**src/txps_consts.svh**
```systemverilog
`ifndef TXPS_CONSTS_SVH
`define TXPS_CONSTS_SVH
`define TXPS_MCLK_KHZ     250000
`define TXPS_INTCLK_KHZ   3200
`define TXPS_DIV          (`TXPS_MCLK_KHZ / `TXPS_INTCLK_KHZ)
`define TXPS_IDLE_TICKS   4096
`define TXPS_I2C_ADDR     7'h69
`define TXPS_A_MOD        8'h00
`define TXPS_A_PWR        8'h03
`define TXPS_A_TRIG_LO    8'h0A
`define TXPS_A_TRIG_HI    8'h10
`define TXPS_A_LEN        8'h11
`define TXPS_A_TXPORT     8'h13
`define TXPS_A_SYNTH      8'h1A
`define TXPS_SYNTH_RST    8'h80
`define TXPS_TRIG_BIT     2
`define TXPS_MODSEL_BIT   0
`define TXPS_LENMODE_BIT  7
`define TXPS_PWR_SHUT     2'h0
`define TXPS_PWR_STBY     2'h1
`define TXPS_PWR_PROG     2'h2
`define TXPS_BYTE_BITS    4'h8
`define TXPS_ACK_BIT      4'h9
`define TXPS_PA_MAX       4'hF
`define TXPS_PIN_INIT     5'h1E
`define TXPS_P_DATA       0
`define TXPS_P_SCL        1
`define TXPS_P_SDA        2
`define TXPS_P_SELA       3
`define TXPS_P_SELB       4
`endif

```
**src/txps_pkg.sv**
```systemverilog
package txps_pkg;
  typedef enum logic [4:0] {
    ST_SHUT = 5'h01,
    ST_STBY = 5'h02,
    ST_WARM = 5'h04,
    ST_PROG = 5'h08,
    ST_TX   = 5'h10
  } txps_state_t;
  typedef enum logic [4:0] {
    I_IDLE = 5'h01,
    I_ADDR = 5'h02,
    I_REG  = 5'h04,
    I_DATA = 5'h08,
    I_SKIP = 5'h10
  } txps_phase_t;
endpackage : txps_pkg

```
**src/txps_sync3.sv**
```systemverilog
module txps_sync3 #(
  parameter int             W    = 5,
  parameter logic [W-1:0]   INIT = '0
) (
  input  wire logic         mclk_i,
  input  wire logic         reset_n_i,
  input  wire logic [W-1:0] d_i,
  output logic      [W-1:0] lvl_o,
  output logic      [W-1:0] rise_o,
  output logic      [W-1:0] fall_o
);
  logic [W-1:0] s1;
  logic [W-1:0] s2;
  logic [W-1:0] s3;
  logic [W-1:0] next_lvl;

  always_ff @(posedge mclk_i or negedge reset_n_i) begin
    if (!reset_n_i) begin
      s1    <= INIT;
      s2    <= INIT;
      s3    <= INIT;
      lvl_o <= INIT;
    end else begin
      s1    <= d_i;
      s2    <= s1;
      s3    <= s2;
      lvl_o <= next_lvl;
    end
  end

  // level follows only when stages two and three agree
  assign next_lvl = ((s2 ~^ s3) & s3) | ((s2 ^ s3) & lvl_o);
  assign rise_o   = next_lvl & ~lvl_o;
  assign fall_o   = ~next_lvl & lvl_o;
endmodule : txps_sync3

```
**src/txps_buf2.sv**
```systemverilog
module txps_buf2 #(
  parameter int W = 8
) (
  input  wire logic         mclk_i,
  input  wire logic         reset_n_i,
  input  wire logic         flush_i,
  input  wire logic         in_valid_i,
  output logic              in_ready_o,
  input  wire logic [W-1:0] in_data_i,
  output logic              out_valid_o,
  input  wire logic         out_ready_i,
  output logic      [W-1:0] out_data_o
);
  logic [W-1:0] mem [2];
  logic         wr_ptr;
  logic         rd_ptr;
  logic [1:0]   count;
  logic         push;
  logic         pop;

  assign in_ready_o  = (count != 2'h2);
  assign out_valid_o = (count != 2'h0);
  assign out_data_o  = mem[rd_ptr];
  assign push        = in_valid_i && in_ready_o;
  assign pop         = out_valid_o && out_ready_i;

  always_ff @(posedge mclk_i) begin
    if (push) begin
      mem[wr_ptr] <= in_data_i;
    end
  end

  always_ff @(posedge mclk_i or negedge reset_n_i) begin
    if (!reset_n_i) begin
      wr_ptr <= 1'b0;
      rd_ptr <= 1'b0;
      count  <= 2'h0;
    end else if (flush_i) begin
      wr_ptr <= 1'b0;
      rd_ptr <= 1'b0;
      count  <= 2'h0;
    end else begin
      if (push) begin
        wr_ptr <= ~wr_ptr;
      end
      if (pop) begin
        rd_ptr <= ~rd_ptr;
      end
      count <= 2'(count + {1'b0, push} - {1'b0, pop});
    end
  end
endmodule : txps_buf2

```
**src/txps_sequencer.sv**
```systemverilog
// Functional notes
// - preset mode uses only shutdown, warm-up and transmit; shutdown turns oscillator, synth, amp off.
// - transmit state runs oscillator and synth, amplifier ramps up gradually.
// - reset lands in shutdown before anything else.
// - preset mode rising data edge starts oscillator and synth warm-up.
// - preset mode after lock, falling data edge enters transmit.
// - preset mode data low for 4096 internal ticks returns to shutdown.
// - serial mode has four states; programming runs oscillator and synth, amp off.
// - standby keeps only the oscillator running.
// - own 7-bit address on the bus wakes oscillator and synth.
// - rising edge of trigger bit starts transmission; aliased at 0x0A and 0x10 bit 2.
// - trigger auto-clears on wake from shutdown and on transmit-to-programming.
// - bytes to 0x13 go to the buffer only in transmit; burst pointer stops there.
// - transmission end raises done and picks next state from 0x03 bits 1:0.
// - standby and shutdown refuse writes; address receipt leaves them.
// - repeated start re-sends address; device accepts combined transactions.
// - configuration survives state changes; only reset clears it.
// - serial mode only when both select pins low; bus up to 1MHz.
`include "txps_consts.svh"
module txps_sequencer
  import txps_pkg::*;
(
  input  wire logic       mclk_i,
  input  wire logic       reset_n_i,
  input  wire logic       select_pin_a_i,
  input  wire logic       select_pin_b_i,
  input  wire logic       data_i,
  input  wire logic       scl_i,
  output logic            scl_o,
  output logic            scl_oe_o,
  input  wire logic       sda_i,
  output logic            sda_o,
  output logic            sda_oe_o,
  input  wire logic       synth_lock_i,
  input  wire logic       fifo_stop_i,
  output logic            crystal_oscillator_en_o,
  output logic            synth_en_o,
  output logic            pa_en_o,
  output logic [3:0]      pa_level_o,
  output logic            transmit_trigger_o,
  output logic            tx_start_o,
  output logic            tx_done_o,
  output logic            modulation_select_o,
  output logic            length_limit_enable_o,
  output logic [7:0]      synth_init_o,
  output logic [4:0]      state_o,
  output logic [7:0]      tx_byte_o,
  output logic            tx_byte_valid_o,
  input  wire logic       tx_byte_ready_i
);
  logic [4:0]  pin_lvl;
  logic [4:0]  pin_rise;
  logic [4:0]  pin_fall;
  logic        i2c_mode;
  logic [6:0]  div_cnt;
  logic        tick;
  logic [12:0] idle_cnt;
  logic        idle;
  txps_state_t state;
  txps_state_t next_state;
  txps_phase_t phase;
  logic [3:0]  bit_cnt;
  logic [7:0]  shift;
  logic [7:0]  ptr;
  logic        ack_drv;
  logic        pend;
  logic        byte_done;
  logic        addr_hit;
  logic        wake;
  logic        reg_we;
  logic        trig;
  logic        trig_q;
  logic        trig_rise;
  logic        stop_q;
  logic        stop_rise;
  logic [1:0]  post_tx_power_state;
  logic        buf_ready;

  function automatic logic is_alias(input logic [7:0] a);
    return (a == `TXPS_A_TRIG_LO) || (a == `TXPS_A_TRIG_HI);
  endfunction : is_alias

  function automatic logic write_ok(input txps_state_t s);
    return (s == ST_PROG) || (s == ST_TX);
  endfunction : write_ok

  txps_sync3 #(.W(5), .INIT(`TXPS_PIN_INIT)) u_sync (
    .mclk_i    (mclk_i),
    .reset_n_i (reset_n_i),
    .d_i       ({select_pin_b_i, select_pin_a_i, sda_i, scl_i, data_i}),
    .lvl_o     (pin_lvl),
    .rise_o    (pin_rise),
    .fall_o    (pin_fall)
  );

  assign i2c_mode = !pin_lvl[`TXPS_P_SELA] && !pin_lvl[`TXPS_P_SELB];

  // internal clock enable
  always_ff @(posedge mclk_i or negedge reset_n_i) begin
    if (!reset_n_i) begin
      div_cnt <= 7'h00;
    end else if (tick) begin
      div_cnt <= 7'h00;
    end else begin
      div_cnt <= 7'(div_cnt + 7'h01);
    end
  end
  assign tick = (div_cnt == 7'(`TXPS_DIV - 1));

  // data inactivity count
  always_ff @(posedge mclk_i or negedge reset_n_i) begin
    if (!reset_n_i) begin
      idle_cnt <= 13'h0000;
    end else if (pin_lvl[`TXPS_P_DATA] || pin_rise[`TXPS_P_DATA] || state == ST_SHUT) begin
      idle_cnt <= 13'h0000;
    end else if (tick && !idle) begin
      idle_cnt <= 13'(idle_cnt + 13'h0001);
    end
  end
  assign idle = (idle_cnt == 13'(`TXPS_IDLE_TICKS));

  // power state machine
  always_comb begin
    next_state = state;
    case (state)
      ST_SHUT: begin
        if (!i2c_mode && pin_rise[`TXPS_P_DATA]) begin
          next_state = ST_WARM;
        end else if (wake) begin
          next_state = ST_PROG;
        end
      end
      ST_STBY: begin
        if (!i2c_mode) begin
          next_state = ST_SHUT;
        end else if (wake) begin
          next_state = ST_PROG;
        end
      end
      ST_WARM: begin
        if (i2c_mode || idle) begin
          next_state = ST_SHUT;
        end else if (synth_lock_i && pin_fall[`TXPS_P_DATA]) begin
          next_state = ST_TX;
        end
      end
      ST_PROG: begin
        if (!i2c_mode) begin
          next_state = ST_SHUT;
        end else if (trig_rise) begin
          next_state = ST_TX;
        end
      end
      ST_TX: begin
        if (!i2c_mode) begin
          if (idle) begin
            next_state = ST_SHUT;
          end
        end else if (stop_rise) begin
          case (post_tx_power_state)
            `TXPS_PWR_SHUT: next_state = ST_SHUT;
            `TXPS_PWR_STBY: next_state = ST_STBY;
            default:        next_state = ST_PROG;
          endcase
        end
      end
      default: next_state = ST_SHUT;
    endcase
  end

  always_ff @(posedge mclk_i or negedge reset_n_i) begin
    if (!reset_n_i) begin
      state <= ST_SHUT;
    end else begin
      state <= next_state;
    end
  end

  // supply enables per state
  assign crystal_oscillator_en_o = (state != ST_SHUT);
  assign synth_en_o = (state == ST_WARM) || (state == ST_PROG) || (state == ST_TX);
  assign pa_en_o = (state == ST_TX);
  assign state_o = state;

  // amplifier ramp
  always_ff @(posedge mclk_i or negedge reset_n_i) begin
    if (!reset_n_i) begin
      pa_level_o <= 4'h0;
    end else if (state != ST_TX) begin
      pa_level_o <= 4'h0;
    end else if (tick && pa_level_o != `TXPS_PA_MAX) begin
      pa_level_o <= 4'(pa_level_o + 4'h1);
    end
  end

  // serial slave, write side
  assign byte_done = pin_fall[`TXPS_P_SCL] && (bit_cnt == `TXPS_BYTE_BITS);
  assign addr_hit  = byte_done && (phase == I_ADDR) && (shift[7:1] == `TXPS_I2C_ADDR);
  assign wake      = i2c_mode && addr_hit;
  assign reg_we    = byte_done && (phase == I_DATA) && (ptr != `TXPS_A_TXPORT) && write_ok(state);

  always_ff @(posedge mclk_i or negedge reset_n_i) begin
    if (!reset_n_i) begin
      phase   <= I_IDLE;
      bit_cnt <= 4'h0;
      shift   <= 8'h00;
      ptr     <= 8'h00;
      ack_drv <= 1'b0;
      pend    <= 1'b0;
    end else if (!i2c_mode) begin
      phase   <= I_IDLE;
      ack_drv <= 1'b0;
      pend    <= 1'b0;
    end else if (pin_fall[`TXPS_P_SDA] && pin_lvl[`TXPS_P_SCL]) begin
      phase   <= I_ADDR;
      bit_cnt <= 4'h0;
      ack_drv <= 1'b0;
    end else if (pin_rise[`TXPS_P_SDA] && pin_lvl[`TXPS_P_SCL]) begin
      phase   <= I_IDLE;
      ack_drv <= 1'b0;
    end else if (pend) begin
      if (buf_ready) begin
        pend    <= 1'b0;
        ack_drv <= 1'b1;
      end
    end else if (pin_rise[`TXPS_P_SCL] && bit_cnt < `TXPS_BYTE_BITS) begin
      shift   <= {shift[6:0], pin_lvl[`TXPS_P_SDA]};
      bit_cnt <= 4'(bit_cnt + 4'h1);
    end else if (pin_rise[`TXPS_P_SCL]) begin
      bit_cnt <= `TXPS_ACK_BIT;
    end else if (pin_fall[`TXPS_P_SCL] && bit_cnt == `TXPS_ACK_BIT) begin
      ack_drv <= 1'b0;
      bit_cnt <= 4'h0;
    end else if (byte_done) begin
      case (phase)
        I_ADDR: begin
          ack_drv <= addr_hit;
          if (!addr_hit) begin
            phase <= I_IDLE;
          end else if (shift[0]) begin
            phase <= I_SKIP;
          end else begin
            phase <= I_REG;
          end
        end
        I_REG: begin
          ptr     <= shift;
          phase   <= I_DATA;
          ack_drv <= 1'b1;
        end
        I_DATA: begin
          if (ptr == `TXPS_A_TXPORT) begin
            pend    <= (state == ST_TX);
            ack_drv <= (state != ST_TX);
          end else begin
            ack_drv <= write_ok(state);
            ptr     <= 8'(ptr + 8'h01);
          end
        end
        default: begin
          ack_drv <= 1'b0;
        end
      endcase
    end
  end

  assign sda_o    = 1'b0;
  assign sda_oe_o = ack_drv;
  assign scl_o    = 1'b0;
  assign scl_oe_o = pend;

  // configuration registers, kept until reset
  always_ff @(posedge mclk_i or negedge reset_n_i) begin
    if (!reset_n_i) begin
      modulation_select_o   <= 1'b0;
      post_tx_power_state   <= `TXPS_PWR_SHUT;
      length_limit_enable_o <= 1'b0;
      synth_init_o          <= `TXPS_SYNTH_RST;
    end else if (reg_we) begin
      case (ptr)
        `TXPS_A_MOD:   modulation_select_o   <= shift[`TXPS_MODSEL_BIT];
        `TXPS_A_PWR:   post_tx_power_state   <= shift[1:0];
        `TXPS_A_LEN:   length_limit_enable_o <= shift[`TXPS_LENMODE_BIT];
        `TXPS_A_SYNTH: synth_init_o          <= shift;
        default:       synth_init_o          <= synth_init_o;
      endcase
    end
  end

  // transmit trigger bit and its edge
  always_ff @(posedge mclk_i or negedge reset_n_i) begin
    if (!reset_n_i) begin
      trig <= 1'b0;
    end else if (reg_we && is_alias(ptr)) begin
      trig <= shift[`TXPS_TRIG_BIT];
    end else if ((state == ST_SHUT || state == ST_TX) && next_state == ST_PROG) begin
      trig <= 1'b0;
    end
  end

  always_ff @(posedge mclk_i or negedge reset_n_i) begin
    if (!reset_n_i) begin
      trig_q     <= 1'b0;
      stop_q     <= 1'b0;
      tx_start_o <= 1'b0;
      tx_done_o  <= 1'b0;
    end else begin
      trig_q     <= trig;
      stop_q     <= fifo_stop_i;
      tx_start_o <= (state != ST_TX) && (next_state == ST_TX);
      tx_done_o  <= stop_rise && (state == ST_TX);
    end
  end
  assign trig_rise          = trig && !trig_q;
  assign stop_rise          = fifo_stop_i && !stop_q;
  assign transmit_trigger_o = trig;

  txps_buf2 #(.W(8)) u_buf (
    .mclk_i      (mclk_i),
    .reset_n_i   (reset_n_i),
    .flush_i     (state != ST_TX),
    .in_valid_i  (pend),
    .in_ready_o  (buf_ready),
    .in_data_i   (shift),
    .out_valid_o (tx_byte_valid_o),
    .out_ready_i (tx_byte_ready_i),
    .out_data_o  (tx_byte_o)
  );
endmodule : txps_sequencer

```
**config.mk**
```make
export PLATFORM = sky130hd
export DESIGN_NAME = txps_sequencer
export DESIGN_NICKNAME = d
export VERILOG_FILES = /design/src/txps_pkg.sv /design/src/txps_sync3.sv /design/src/txps_buf2.sv /design/src/txps_sequencer.sv
export VERILOG_INCLUDE_DIRS = /design/src
export SDC_FILE = /design/constraint.sdc
export NUM_CORES = 1
export LEC_CHECK = 0
export BUFFER_PORTS_ARGS = -buffer_cell sky130_fd_sc_hd__buf_2
export CAP_MARGIN = 5
export CORE_MARGIN = 2
export CORE_UTILIZATION = 45
export DETAILED_ROUTE_END_ITERATION = 6
export PLACE_DENSITY = 0.61
export SLEW_MARGIN = 5
export SYNTH_ARGS = -nofsm -noshare
export SYNTH_HDL_FRONTEND = slang
export SYNTH_SLANG_ARGS = --single-unit
export TNS_END_PERCENT = 1
```
**constraint.sdc**
```tcl
create_clock -name mclk_i -period 2.6 [get_ports mclk_i]
set_input_delay 0.39 -clock mclk_i [delete_from_list [all_inputs] [get_ports mclk_i]]
set_output_delay 0.39 -clock mclk_i [all_outputs]
set_load 0.005 [all_outputs]
```
==> summary.txt <==
Synth
  – Post-synthesis cell type count: 68
  – Number of synthesized flops with an enable pin: 16
  – Flops & latches, synth: 113
  – Syn Inst Count: 480
  – Post-synthesis cell area: 0.00540 sq mm
  – FFs w/ async S/R, synth: 0.858
  – Sequential share of the synthesized area: 0.543
  – Top_reg_cell synth: dfrtp_1
  – Syn_area_per_cell: 11.3 sq um
  – Warnings, synthesis: 0

Route
  – WL met2: 5.29 mm
  – Top Metal Used: met4
  – Vias per cell: 5.46
  – Post-route ant nets: 0
  – DR iter-0 viols: 282
  – Met3 Wirelength: 640 um
  – Wire length per cell: 16.0 um
  – Total number of vias: 3850
  – DR DRC count: 0
  – Routed metal-1 wire length: 5.23 mm
  – Drt total wl: 11.3 mm
  – 1st-pass router iterations: 4

Placed design
  – GP Congestion: 0.847
  – I/O Buffers: 45
  – Post-Place Worst Slack: 0.0301 ns
  – Dpl hpwl: 7.79 mm

Setup path
  – Required @ worst endpoint: 2.88 ns
  – Bufs and invs on worst path: 0
  – Worst path top cell family by delay: simple AND/OR/NAND/NOR gates
  – CP max stage cell: or4b_4
  – Crit path largest cell delay: 0.54 ns
  – Endpoint class of the critical path: register
  – Crit Path Category: reg2reg
  – Worst-path cell chain: ha_1, and4bb_1, nand3_2, or3_4, or4b_4, mux2_4
  – Startpoint types: register
  – CP Max Fanout: 3
  – Arr. time, crit path: 2.83 ns

STA
  – Min setup slack post-route: 0.0569 ns
  – Slew margin rel.: 0.498
  – Pins Over Slew Limit: 0
  – Clock Skews: 0.0109 ns
  – Final Hold Vio Count: 0
  – RSZ-0062 raised after global routing: yes
  – Tcrit/Tclk final: 0.978
  – Fin crit period: 2.54 ns
  – Final setup viols: 0
  – Slew @ Worst Pin: 0.751 ns
  – Setup tns final: 0 ns
  – Highest clock rate: 393 MHz

Clocking
  – CTS clk-pin slew, worst paths: 0.05 ns
  – Clk_lat worst skew: 0.41 ns
  – Clock buffer depth: 2
  – CTS tree: built
  – Root buf cell: clkbuf_16
  – Clock sinks: 113
  – TritonCTS buffer count: 17
  – Post-CTS Setup Repair Bufs: 0
  – H-tree depth: 4

Worst hold path
  – HP Class: in2reg

Pwr
  – Combinational power share: 0.097
  – Reg power frac: 0.444
  – Clock Power Share: 0.460
  – Leak: 2.87 nW
  – NetSw: 1.13 mW
  – Sw frac: 0.247
  – Design Power: 4.56 mW
  – P_int: 3.43 mW
  – Cell area power density: 708 mW/mm^2
  – IR drop worst, VDD: 0.480 mV

Floorplan
  – Die height: 114 um
  – Die Area: 0.0129 sq mm
  – Core ar.: 0.0119 sq mm
  – Std-Cell Rows: 40
  – Top Ports: 48
  – Starting density of the core: 0.455
  – Die width: 114 um

Cells and area
  – Layout area overhead: 19.1%
  – Seq. cell area: 0.00293 sq mm
  – Fin util: 0.543
  – Share of layout cells above drive strength 1: 0.271
  – Final net count: 574
  – # diodes: 0
  – Layout filler cell count: 1006
  – Multi-input logic area: 0.00236 sq mm

Global routing
  – Vias in the first global route: 3774
  – Congestion Overflow GR: 0
  – First-pass GRT wire length: 18.9 mm
  – GRT Total Usage: 0.188
  – Initial antenna violation count: 0
  – Largest net degree at the start of global routing: 68

Job
  – Total of max-cap violations: 0

Status
  – Status: completed
Yosys cell counts, drive strengths merged (11+ instances only):
cell type | n | area, sq um
nor2 | 42 | 160
mux2 | 33 | 379
nor3 | 13 | 70.1
inv | 19 | 71.3
nand3 | 26 | 130
o21ai | 17 | 88.8
dfstp | 19 | 499
nand2 | 26 | 97.6
dfrtp | 78 | 1950
ha | 19 | 238
a21oi | 21 | 105
edfxtp | 16 | 480
clkbuf | 11 | 41.3
through the flow:
stage,hold WS [ns],cell area [sq um],cells
2_1_floorplan,0.0944,5410,481
3_3_place_gp,0.334,5860,672
3_5_place_dp,0.345,5860,672
4_1_cts,0.0620,6420,705
5_1_grt,0.0564,6430,705
6_report,0.0813,6430,705
cells by family (layout without fill, tap and decap cells):
kind of cell | count (synthesis) | count (layout) | share of synthesized area
other | 1 | 2 | 0.000694
AOI/OAI and AO/OA | 74 | 74 | 0.0894
DFF | 113 | 113 | 0.543
xor gates and xnor gates | 18 | 18 | 0.0292
buffers and inverters | 32 | 109 | 0.0236
and+or+nand+nor | 184 | 184 | 0.189
muxes | 39 | 39 | 0.0813
adders and majority gates | 19 | 19 | 0.0440
timing repair:
| item | in CTS | in global routing |
|---|---|---|
| endpoints found under the setup margin | 0 | 4 |
| hold buffers | 1 | 0 |
| hold endpoints to repair | 29 | 0 |
| gates resized for setup | 0 | 3 |
worst reg2reg max path: cells and delay by family (launching register included):
family                   cells  cell delay (ns)
multiplexers                 1             0.31
adder cells (fa/ha/maj)      1             0.24
flip-flops                   1             0.53
AND/OR/NAND/NOR              4             1.34
worst paths after layout:
kind                                startpoint                      to  slack [ns]  depth (start not counted)
worst max-delay path              u_sync.s2[1]  post_tx_power_state[0]        0.06                          6
worst min-delay path            select_pin_b_i            u_sync.s1[4]        0.08                          1
worst max register to register    u_sync.s2[1]  post_tx_power_state[0]        0.06                          6
worst min register to register    u_sync.s1[0]            u_sync.s2[0]        0.35                          0
max in group asynchronous            reset_n_i                phase[0]        1.37                          3
min in group asynchronous            reset_n_i         synth_init_o[5]        0.48                          2
layout make-up:
type / count / area share
sequential: 113 / 0.456
multi-input combinational: 336 / 0.367
clock buffer: 22 / 0.0706
timing repair buffer: 58 / 0.0529
tap: 147 / 0.0286
clock inverter: 10 / 0.0138
inverter: 19 / 0.0111
power groups by stage:
stage	registers, mW	logic (mW)	clock network, mW
floorplan	2.01	0.272	0
global placement	2.04	0.435	0
detailed placement	2.05	0.440	0
CTS	2.02	0.445	2.14
global route	2.04	0.492	2.23
finish	2.02	0.440	2.09
layout by cell type, fill, tap and decap left out, types with 9 or more instances in the layout:
cell type | Yosys | final
dfrtp_1 | 78 | 78
buf_2 | 0 | 44
nor2_1 | 41 | 41
mux2_2 | 31 | 31
nand2_1 | 26 | 26
nand3_1 | 26 | 25
a21oi_1 | 21 | 21
inv_1 | 19 | 19
ha_1 | 19 | 19
dfstp_2 | 19 | 19
clkbuf_16 | 0 | 17
o21ai_0 | 16 | 16
edfxtp_1 | 16 | 16
nor3_1 | 12 | 12
buf_4 | 2 | 12
xnor2_1 | 9 | 9
xor2_1 | 9 | 9
flip-flops by register name, indices dropped and copies added (netlist names), 2 cells and up:
name / count
state_o: 5
synth_init_o: 8
u_sync.lvl_o: 5
u_sync.s3: 5
div_cnt: 7
phase: 5
u_buf.mem: 16
shift: 8
idle_cnt: 13
post_tx_power_state: 2
bit_cnt: 4
u_buf.count: 2
ptr: 8
u_sync.s2: 5
u_sync.s1: 5
pa_level_o: 4
metal layers:
metal | vias to the layer above | global-route usage
li1 | 1874 | -
met4 | 0 | 0.0537
met3 | 11 | 0.0616
met5 | - | 0
met1 | 1861 | 0.255
met2 | 104 | 0.290
No activity file was read; power rests on OpenSTA's default activity.
